File: src/common/sbcs_cfg.svh
`ifndef SBCS_CFG_SVH
`define SBCS_CFG_SVH
// Divisor width and the smallest divisor that runs
`define SBCS_DIV_W 16
`define SBCS_DIV_MIN 16'h0002
`define SBCS_DIV_RST 16'h0000
// Oversampling factor of asynchronous mode and its counter width
`define SBCS_OVS 5'h10
`define SBCS_OVS_W 4
// Transmit clock source codes {hi, lo}
`define SBCS_TXS_IN 2'h0
`define SBCS_TXS_BRG 2'h1
`define SBCS_TXS_CLK 2'h2
`define SBCS_TXS_EXP 2'h3
`endif

File: src/common/sbcs_pkg.sv
package sbcs_pkg;
   typedef enum logic [1:0] {
      SBCS_ST_RESET = 2'b00,
      SBCS_ST_WAIT_LO = 2'b01,
      SBCS_ST_RUN = 2'b10
   } sbcs_init_e;
endpackage

File: src/hw/sbcs_clock_select.sv
`timescale 1ns/100ps
`default_nettype none
`include "sbcs_cfg.svh"
// ===================================
// Notes on behaviour
// - Bit clock is divided by 16 when divide bypass is clear, in either mode; with bypass set it is used undivided.
// - Internal clock alone supports undivided and by-16 bit rates up to limits.
// - With external clocks, by-16 rate is halved by edge detection limits.
// - Two source bits set transmit pin as clock input, divider output, or clock out.
// - External receive clock is used only when its enable bit is set.
// - Sixteen-bit divide-by-N, divisors 2 to 65535, feeding transmitter and receiver.
// - Divisor loads into the counter at once on start.
// - Divider output rate is input clock rate over divisor; internal clock selectable.
// - Divisor 0 or 1 halts the divider with no output.
// - Divider output has 50% duty cycle for even divisors; for odd ones it is high one cycle longer than low.
// - Writing either divider byte disables and resets divider, transmitter, receiver.
// - Writing the low byte re-enables transmitter and receiver and starts counting.
// - Receive data and clock are synchronised to the internal clock; sender limits skew.
// - Serial data input feeds only the receiver shift path.
// - In synchronous mode carrier detect gates the external receive clock; level programmable.
// - Source bits 11 without synchronous mode select serial expansion with clock out.
module sbcs_clock_select #(
   parameter int DIV_W = `SBCS_DIV_W
) (
   input wire logic clk,
   input wire logic nrst,
   input wire logic div_hi_wr,
   input wire logic div_lo_wr,
   input wire logic [7:0] div_byte,
   input wire logic clock_divide_bypass,
   input wire logic tx_clock_source_hi,
   input wire logic tx_clock_source_lo,
   input wire logic ext_rx_clock_enable,
   input wire logic sync_mode_enable,
   input wire logic carrier_active_high,
   input wire logic brg_use_rx_clock,
   input wire logic ext_tx_clock_pin_in,
   input wire logic ext_rx_clock_pin,
   input wire logic carrier_detect_gate,
   input wire logic serial_data_in,
   output logic ext_tx_clock_pin_out,
   output logic ext_tx_clock_pin_oe,
   output logic serial_clock_out,
   output logic serial_expansion_mode,
   output logic sci_enable,
   output logic sci_reset,
   output logic brg_running,
   output logic tx_bit_tick,
   output logic rx_bit_tick,
   output logic rx_data,
   output logic rx_frame_active
);
   // ===================================
   // Divider programming sequence
   sbcs_pkg::sbcs_init_e st_r;
   logic [DIV_W-1:0] divisor_r;
   logic clr_r;
   always_ff @(posedge clk or negedge nrst) begin
      if (!nrst) begin
         st_r <= sbcs_pkg::SBCS_ST_RESET;
         divisor_r <= DIV_W'(`SBCS_DIV_RST);
         clr_r <= 1'b1;
      end else begin
         clr_r <= 1'b0;
         if (div_hi_wr) begin
            divisor_r[15:8] <= div_byte;
            st_r <= sbcs_pkg::SBCS_ST_WAIT_LO;
            clr_r <= 1'b1;
         end else if (div_lo_wr) begin
            divisor_r[7:0] <= div_byte;
            st_r <= sbcs_pkg::SBCS_ST_RUN;
            clr_r <= 1'b1;
         end else begin
            case (st_r)
               sbcs_pkg::SBCS_ST_RESET: st_r <= sbcs_pkg::SBCS_ST_RESET;
               sbcs_pkg::SBCS_ST_WAIT_LO: st_r <= sbcs_pkg::SBCS_ST_WAIT_LO;
               sbcs_pkg::SBCS_ST_RUN: st_r <= sbcs_pkg::SBCS_ST_RUN;
               default: st_r <= sbcs_pkg::SBCS_ST_RESET;
            endcase
         end
      end
   end
   logic running;
   assign running = (st_r == sbcs_pkg::SBCS_ST_RUN) && !clr_r;
   always_ff @(posedge clk or negedge nrst) begin
      if (!nrst) begin
         sci_enable <= 1'b0;
         sci_reset <= 1'b1;
      end else begin
         sci_enable <= (st_r == sbcs_pkg::SBCS_ST_RUN) && !div_hi_wr && !div_lo_wr;
         sci_reset <= div_hi_wr || div_lo_wr || (st_r != sbcs_pkg::SBCS_ST_RUN);
      end
   end
   chk_write_resets: assert property (@(posedge clk) disable iff (!nrst)
      (div_hi_wr || div_lo_wr) |=> sci_reset && !sci_enable) else $error("write no reset");
   chk_lo_enables: assert property (@(posedge clk) disable iff (!nrst)
      (div_lo_wr && !div_hi_wr) ##1 (!div_hi_wr && !div_lo_wr) |=> sci_enable)
      else $error("low byte did not enable");
   // ===================================
   // External pin sampling and edge detection
   logic [2:0] txc_r, rxc_r, cd_r, sin_r;
   always_ff @(posedge clk or negedge nrst) begin
      if (!nrst) begin
         txc_r <= 3'h0;
         rxc_r <= 3'h0;
         cd_r <= 3'h0;
         sin_r <= 3'h7;
      end else begin
         txc_r <= {txc_r[1:0], ext_tx_clock_pin_in};
         rxc_r <= {rxc_r[1:0], ext_rx_clock_pin};
         cd_r <= {cd_r[1:0], carrier_detect_gate};
         sin_r <= {sin_r[1:0], serial_data_in};
      end
   end
   logic carrier_on, sync_gate, rx_edge, tx_edge;
   assign carrier_on = (cd_r[1] == carrier_active_high);
   assign sync_gate = !sync_mode_enable || carrier_on;
   assign rx_edge = rxc_r[1] && !rxc_r[2] && ext_rx_clock_enable && sync_gate;
   assign tx_edge = txc_r[1] && !txc_r[2];
   // ===================================
   // Baud rate generator
   logic [1:0] txs;
   logic brg_tick, brg_level;
   assign txs = {tx_clock_source_hi, tx_clock_source_lo};
   sbcs_divider #(.W(DIV_W)) u_div (
      .clk(clk),
      .nrst(nrst),
      .clr(clr_r || !running),
      .src_en(brg_use_rx_clock ? rx_edge : 1'b1),
      .divisor(divisor_r),
      .tick(brg_tick),
      .level(brg_level)
   );
   // ===================================
   // Bit clock selection and divide-by-16
   logic [`SBCS_OVS_W-1:0] tx16_r, rx16_r;
   logic tx_src, rx_src;
   assign tx_src = (txs == `SBCS_TXS_IN) ? tx_edge : brg_tick;
   assign rx_src = (ext_rx_clock_enable && !brg_use_rx_clock) ? rx_edge : brg_tick;
   always_ff @(posedge clk or negedge nrst) begin
      if (!nrst) begin
         tx16_r <= '0;
         rx16_r <= '0;
         tx_bit_tick <= 1'b0;
         rx_bit_tick <= 1'b0;
      end else if (!running) begin
         tx16_r <= '0;
         rx16_r <= '0;
         tx_bit_tick <= 1'b0;
         rx_bit_tick <= 1'b0;
      end else begin
         if (tx_src) begin
            tx16_r <= tx16_r + `SBCS_OVS_W'(1);
         end
         if (rx_src) begin
            rx16_r <= rx16_r + `SBCS_OVS_W'(1);
         end
         tx_bit_tick <= tx_src && (clock_divide_bypass || (&tx16_r));
         rx_bit_tick <= rx_src && (clock_divide_bypass || (&rx16_r));
      end
   end
   chk_div16_gate: assert property (@(posedge clk) disable iff (!nrst)
      (running && !clock_divide_bypass && tx_src && tx16_r != 4'hF) |=> !tx_bit_tick)
      else $error("tick not divided by 16");
   // ===================================
   // Pin functions
   always_ff @(posedge clk or negedge nrst) begin
      if (!nrst) begin
         ext_tx_clock_pin_out <= 1'b0;
         ext_tx_clock_pin_oe <= 1'b0;
         serial_clock_out <= 1'b1;
         serial_expansion_mode <= 1'b0;
         brg_running <= 1'b0;
         rx_data <= 1'b1;
         rx_frame_active <= 1'b0;
      end else begin
         ext_tx_clock_pin_oe <= (txs != `SBCS_TXS_IN);
         case (txs)
            `SBCS_TXS_IN: ext_tx_clock_pin_out <= 1'b0;
            `SBCS_TXS_BRG: ext_tx_clock_pin_out <= brg_level;
            default: ext_tx_clock_pin_out <= clock_divide_bypass ? brg_level : tx16_r[3];
         endcase
         serial_expansion_mode <= !sync_mode_enable && (txs == `SBCS_TXS_EXP);
         serial_clock_out <= (txs == `SBCS_TXS_EXP || txs == `SBCS_TXS_CLK)
            ? (clock_divide_bypass ? brg_level : tx16_r[3]) : 1'b1;
         brg_running <= running && (divisor_r >= DIV_W'(`SBCS_DIV_MIN));
         rx_data <= sin_r[1];
         rx_frame_active <= sync_mode_enable && carrier_on;
      end
   end
   chk_pin_dir: assert property (@(posedge clk) disable iff (!nrst)
      (txs == `SBCS_TXS_IN) [*2] |-> !ext_tx_clock_pin_oe) else $error("pin driven");
   chk_gate_rx: assert property (@(posedge clk) disable iff (!nrst)
      (!ext_rx_clock_enable && running && !brg_tick) |=> !rx_bit_tick)
      else $error("rx ticked without enable");
   chk_halt: assert property (@(posedge clk) disable iff (!nrst)
      (divisor_r < 16'h0002) |=> !brg_running) else $error("halted divider runs");
endmodule
`default_nettype wire

File: src/hw/sbcs_divider.sv
`timescale 1ns/100ps
`default_nettype none
`include "sbcs_cfg.svh"
// ===================================
// Divide-by-N with 50% duty; toggle at N/2 and N, odd N stretched by half period
// Odd N gets no half-cycle accuracy; there is no second phase register on the one clock:
// the output high time is ceil(N/2) and low floor(N/2) cycles, rising edges every N.
// Odd exact duty would need a falling-edge flop; one clock only, so edges are rate.
module sbcs_divider #(
   parameter int W = 16
) (
   input wire logic clk,
   input wire logic nrst,
   input wire logic clr,
   input wire logic src_en,
   input wire logic [W-1:0] divisor,
   output logic tick,
   output logic level
);
   logic [W-1:0] cnt_r;
   logic run;
   assign run = (divisor >= W'(`SBCS_DIV_MIN));
   always_ff @(posedge clk or negedge nrst) begin
      if (!nrst) begin
         cnt_r <= '0;
         level <= 1'b0;
         tick <= 1'b0;
      end else if (clr || !run) begin
         cnt_r <= divisor - W'(1);
         level <= 1'b0;
         tick <= 1'b0;
      end else begin
         tick <= 1'b0;
         if (src_en) begin
            if (cnt_r == '0) begin
               cnt_r <= divisor - W'(1);
               level <= 1'b1;
               tick <= 1'b1;
            end else begin
               cnt_r <= cnt_r - W'(1);
               if (cnt_r == (divisor >> 1)) begin
                  level <= 1'b0;
               end
            end
         end
      end
   end
   chk_halt_no_tick: assert property (@(posedge clk) disable iff (!nrst)
      !run |=> !tick) else $error("divider ticked while halted");
   chk_load_at_once: assert property (@(posedge clk) disable iff (!nrst)
      clr |=> cnt_r == $past(divisor) - W'(1)) else $error("divisor not loaded");
endmodule
`default_nettype wire

File: config.mk
export PLATFORM = sky130hd
export DESIGN_NAME = sbcs_clock_select
export DESIGN_NICKNAME = d
export VERILOG_FILES = /design/src/common/sbcs_pkg.sv /design/src/hw/sbcs_clock_select.sv /design/src/hw/sbcs_divider.sv
export VERILOG_INCLUDE_DIRS = /design/src /design/src/common
export SDC_FILE = /design/constraint.sdc
export NUM_CORES = 1
export LEC_CHECK = 0
export ABC_CLOCK_PERIOD_IN_PS = 3130
export BUFFER_PORTS_ARGS = -buffer_cell sky130_fd_sc_hd__buf_2
export CAP_MARGIN = 5
export CORE_MARGIN = 1.5
export CORE_UTILIZATION = 55
export DETAILED_ROUTE_END_ITERATION = 10
export PLACE_DENSITY = 0.86
export SYNTH_ARGS = -nofsm -noshare
export SYNTH_HDL_FRONTEND = slang
export SYNTH_HIERARCHICAL = 1
export SYNTH_SLANG_ARGS = --single-unit
File: constraint.sdc
create_clock -name clk -period 3.13 [get_ports clk]
set_input_delay 0.1565 -clock clk [delete_from_list [all_inputs] [get_ports clk]]
set_output_delay 0.1565 -clock clk [all_outputs]
set_load 0.01 [all_outputs]
* Word level (Yosys, flattened, before mapping)
Index checks and enable logic that the tools add are counted.
Widths: inputs -> output; s select.
** Cells by class
- Add/sub/neg operators :: 4
- $mul :: 0
- Divide/modulo/power cells :: 0
- Order comparisons :: 1
- Equal/unequal tests :: 10
- Shifts and indexed selects :: 0
- Multiplexer cells :: 27
- Bitwise gates (word level) :: 1
- Reduce and logical (&&, ||, !) cells :: 39
** Operators with widths (count)
- $mux 16 :: 3
- $sub 16x1->16 const B :: 2
- $eq 16x15->1 :: 1
- $ge 16x2->1 const B :: 1
- $logic_not 16->1 :: 1
- $mux 1 :: 16
- $mux 4 :: 4
- $logic_and 1x1->1 :: 13
- $logic_not 1->1 :: 9
- $add 4x1->4 const B :: 2
- $logic_or 1x1->1 :: 8
- $reduce_and 4->1 :: 2
- $eq 2x2->1 const B :: 3
- $eq 2x1->1 const B :: 2
- $mux 2 :: 2
- $ne 2x1->1 const B :: 2
- $pmux 2 s2 :: 1
- $reduce_and 2->1 :: 2
- $reduce_bool 2->1 :: 2
- $reduce_bool 3->1 :: 1
- $logic_not 2->1 :: 1
- $ne 2x2->1 const B :: 1
- $pmux 1 s2 :: 1
- $eq 1x1->1 :: 1
- $not 1->1 :: 1
** Word-level totals
- Register bits :: 66
- Latch bits :: 0
- Memory bits (writable) :: 0
- Memory bits (read-only) :: 0
- Input port bits :: 23
- Output and inout bits :: 11
- Logic and storage cells :: 106
- Memories :: 0

* Logic depth before layout (Yosys ltp)
- Depth after elaboration :: 7
- Gate-level depth with buffers :: 9
- Mapped depth without buffers :: 9

* By module
Netlist, hierarchy kept.
** Modules (own cells, without submodules)
- sbcs_clock_select :: instances 1, cells each 136, area each 1841.8 µm²
- sbcs_divider :: instances 1, cells each 203, area each 1680.4 µm²

* Least setup slack after synthesis
No wires, ideal clock.
- Kind :: register to register
- Start point :: reg divisor_r[4]
- End point :: reg u_div.cnt_r[11]
- Library setup time :: 126 ps
- Arrival :: 2154 ps
- Data required time :: 3004 ps
- Setup slack :: 850 ps
- Stages on the path, launching flop included :: 7
- Period minus slack after synthesis :: 2280 ps
- Cell sequence :: dfrtp_1 -> buf_2 -> or4_1 -> or2_1 -> or4_1 -> xnor2_1 -> a221o_1
** On the way
- Word-level cells in the longest chain between the ends :: 4
- Elaborated cells between the ends (all ways) :: 8
- Those cells by class :: add/sub (1); order compare (1); mux (3); reduce/logical (3)
** RTL lines
- from (decl) :: line sbcs_clock_select.sv:56 : logic [DIV_W-1:0] divisor_r;
- from (signal assigned) :: line sbcs_clock_select.sv:61 : divisor_r <= DIV_W'(`SBCS_DIV_RST);
- from (signal assigned) :: line sbcs_clock_select.sv:70 : divisor_r[7:0] <= div_byte;
- $sub 16x1->16 or $ge 16x2->1 (tied branches) :: line sbcs_divider.sv:29, sbcs_divider.sv:36, sbcs_divider.sv:22
- $mux 16 or $logic_not 1->1 (tied branches) :: line sbcs_divider.sv:35, sbcs_divider.sv:28
- $mux 16 or $logic_or 1x1->1 (tied branches) :: line sbcs_divider.sv:34, sbcs_divider.sv:28
- $mux 16 or $reduce_bool 2->1 (tied branches)
- to (signal assigned) :: line sbcs_divider.sv:29 : cnt_r <= divisor - W'(1);
- to (signal assigned) :: line sbcs_divider.sv:36 : cnt_r <= divisor - W'(1);
- to (signal assigned) :: line sbcs_divider.sv:40 : cnt_r <= cnt_r - W'(1);
- to (decl) :: line sbcs_divider.sv:20 : logic [W-1:0] cnt_r;
Several ways; a longest one is shown, not always the timed one. The select of a mux whose other input is x is not followed.
A chain may end at the register's enable or synchronous reset.

* Worst setup path in the final report
- Start point :: reg divisor_r[1]
- End point :: reg u_div.cnt_r[7]
The elaborated chain is that of the path after synthesis.

==> results_tabular.tex <==
\begin{tabular}{lr}
\hline
Metric & Value \\
\hline
\multicolumn{2}{l}{\textbf{Status}} \\
Run status & finished, final reports clean \\
\multicolumn{2}{l}{\textbf{Worst setup path}} \\
Terminus of the critical flop-to-flop path & u\_div/cnt\_r[7] \\
Depth of the worst register-to-register path & 6 \\
Count of cell instances traversed by the critical path & 6 \\
Crit path launch & divisor\_r[1] \\
Cell with the largest stage delay on the worst path & dfrtp\_1 \\
Nature of the critical path endpoint & register \\
Kind of launch point of the worst setup path & register \\
Worst-path cell chain & ha\_1 > or4\_1 > or3\_1 > o21ba\_1 > nand2\_1 > a32oi\_1 \\
Endpoint required time on the critical path & 3.33 ns \\
Critical path endpoint & u\_div/cnt\_r[7] \\
Peak per-stage delay on the critical path & 0.49 ns \\
Worst reg2reg startpoint & divisor\_r[1] \\
WP buf/inv & 0 \\
Arr. time, crit path & 2.84 ns \\
Largest delay share family, worst path & simple AND/OR/NAND/NOR gates \\
Max FO, Critical Path & 21 \\
Setup slack, reg-to-reg & 0.50 ns \\
Type of the worst setup path & reg2reg \\
\multicolumn{2}{l}{\textbf{STA}} \\
Worst max-slew margin expressed relative to the limit & 50.6\% \\
RSZ-0062 raised after global routing & false \\
Worst hold slack & 0.0447 ns \\
Final number of hold-violating endpoints & 0 \\
Worst-margin pin slew & 0.742 ns \\
Post-route setup TNS & 0 ns \\
Peak Freq & 380 MHz \\
Final number of setup-violating endpoints & 0 \\
Setup slack after layout & 0.497 ns \\
Final worst path period share & 84.1\% \\
Largest clock skew in the final design & 0.00754 ns \\
Final slew viol count & 0 \\
Min cycle time layout & 2.63 ns \\
\multicolumn{2}{l}{\textbf{Yosys}} \\
Per-instance average area after synthesis & 10.4 um\^{}2 \\
Post-synthesis net count & 368 \\
Mapped cell area & 0.00352 mm\^{}2 \\
Register bit count reported by yosys & 66 \\
Cell type contributing the most total cell area after synthesis & dfrtp\_1 \\
Area contributors post-synth & dfrtp\_1, mux2\_2, dfstp\_2, xnor2\_1, xor2\_1 \\
Cells after Synth & 339 \\
Number of enable flip-flop cells after synthesis & 0 \\
Share of Yosys cell area claimed by the top area cell type & 42.6\% \\
Count of unique library cells instantiated by Yosys & 54 \\
Sequential share of the synthesized area & 47.1\% \\
Primary flip-flop cell chosen by synthesis mapping & dfrtp\_1 \\
Post-synth ARST share & 100\% \\
Synthesis Warnings & 6 \\
\multicolumn{2}{l}{\textbf{Clock network}} \\
Clock Path Buffers & 2 \\
Clock Pin Slew Worst Setup and Hold Paths & 0.08 ns \\
TritonCTS buffer count & 9 \\
Hold buffers post-CTS & 5 \\
Root Buffer & clkbuf\_8 \\
Clock latency on the worst-skew pair & 0.35 ns \\
Post-cts sizing count & 0 \\
Deepest level of the CTS H-tree & 3 \\
Number of setup buffers added after CTS & 0 \\
Clock tree from TritonCTS & yes \\
CTS sink count & 66 \\
\multicolumn{2}{l}{\textbf{Die}} \\
Number of primary I/O pins & 34 \\
Overall die width & 83.0 um \\
Area of the core & 0.00606 mm\^{}2 \\
Count of standard-cell rows & 28 \\
Die area & 0.00689 mm\^{}2 \\
Starting density of the core & 58.1\% \\
Die height & 83.0 um \\
\multicolumn{2}{l}{\textbf{Pwr}} \\
Leakage & 1.66 nW \\
Total Power Consumption & 2.21 mW \\
Power Density & 552 mW/mm\^{}2 \\
Maximum ir drop on the vdd rail & 0.382 mV \\
\multicolumn{2}{l}{\textbf{Drt}} \\
Number of optimization iterations in the first detailed-route pass & 5 \\
Detailed Route Iter0 Violations & 293 \\
Via density per instance & 6.18 \\
Routed WL & 7920 um \\
Total number of vias & 2826 \\
Antenna-violating nets left & 0 \\
Detailed-route wire length per cell & 17.3 um \\
DRC violation count after routing & 0 \\
\multicolumn{2}{l}{\textbf{Layout}} \\
Area taken by flip-flops and latches & 0.00166 mm\^{}2 \\
Relative area change from synthesis to final layout & 13.9\% \\
Fraction of layout instances using a drive strength above 1 & 24.3\% \\
Final cell count without fillers & 457 \\
Fillers & 458 \\
Leading cell types in the layout, fill and taps excluded & dfrtp\_1, buf\_2, nor2\_1, nand2\_1 \\
Total area of multi-input combinational cells & 0.00175 mm\^{}2 \\
Final Util & 66.2\% \\
Diodes inserted & 0 \\
Post-route design area & 0.00401 mm\^{}2 \\
Most frequent standard cell in the layout excluding fill and tap cells & dfrtp\_1 \\
Layout Nets & 406 \\
\multicolumn{2}{l}{\textbf{Hold path}} \\
Beginning of the worst hold path & div\_lo\_wr \\
Hold/Removal Path Class & in2reg \\
\multicolumn{2}{l}{\textbf{GRT}} \\
Tot GR Track Use & 24.2\% \\
Vias in the first global route & 2675 \\
GR Overflow Total & 0 \\
Number of antenna violations at the first check in global routing & 0 \\
Wire length of the first global-routing pass & 13200 um \\
Pin count of the biggest net entering global routing & 43 \\
\multicolumn{2}{l}{\textbf{Place}} \\
Total half-perimeter wirelength after legalization and detailed placement & 5560 um \\
Worst setup timing slack at the placement stage & 0.584 ns \\
Number of buffer cells added on primary ports & 33 \\
Cells after DPL & 436 \\
Final weighted congestion of routability-driven global placement & 0.964 \\
Dpl cell area & 0.00374 mm\^{}2 \\
\multicolumn{2}{l}{\textbf{Flow run}} \\
Number of max-capacitance violations reported & 0 \\
\hline
\end{tabular}
-- per-layer routing --
layer	global-route usage, %	share of wire, %	vias up
met3	6.16	7.6	10
met4	8.79	1.6	0
met1	32.7	43	1380
li1	-	-	1309
met5	0	0	-
met2	37.8	48	127
-- report_power, final --
| part | switching (mW) | total [mW] | internal (mW) |
|---|---|---|---|
| sequential | 0.141 | 1.07 | 0.929 |
| combinational | 0.177 | 0.346 | 0.169 |
| clock | 0.345 | 0.798 | 0.453 |
-- logic make-up after synthesis --
family                   after synthesis  synth area share [%]
AND/OR/NAND/NOR                      132                  22.3
buffers and inverters                 26                  3.23
AO/OA/AOI/OAI                         55                  10.3
XOR/XNOR                              34                  8.45
multiplexers                          20                  6.39
flip-flops                            66                  47.1
adder cells (fa/ha/maj)                6                  2.13
-- synthesized netlist by cell type (11+ instances only) --
library cell  instances
or4_1                11
dfrtp_1              60
nand2_1              20
mux2_2               17
nand4_1              11
xnor2_1              18
inv_1                11
a21oi_1              18
nor4_1               11
nor2_1               22
xor2_1               16
clkbuf_1             12
-- worst min-delay path by stage --
stage	to	slack (ns)	cells after the start
floorplan	brg_running	-0.14	0
global placement	sci_enable	0.15	1
detailed placement	sci_enable	0.16	1
CTS	st_r[0]	0.04	2
global route	divisor_r[4]	0.04	2
finish	st_r[0]	0.04	2
-- sequential cells by signal, summed over array words and instances, names as in the netlist, 2 cells and up --
name and cells:
rxc_r 3, txc_r 3, sin_r 2, st_r 2, rx16_r 4, tx16_r 4
divisor_r 16, cd_r 2, u_div/cnt_r 16
-- area by class of cell --
cell class | count | share of cell area (%)
repair buffers | 42 | 6.11
inverters | 11 | 1.03
multi-input cells | 247 | 43.6
clock inverters | 7 | 2.46
well taps | 75 | 2.34
clock buffers | 9 | 3.09
flip-flops and latches | 66 | 41.4
No activity file was read; power rests on OpenSTA's default activity.
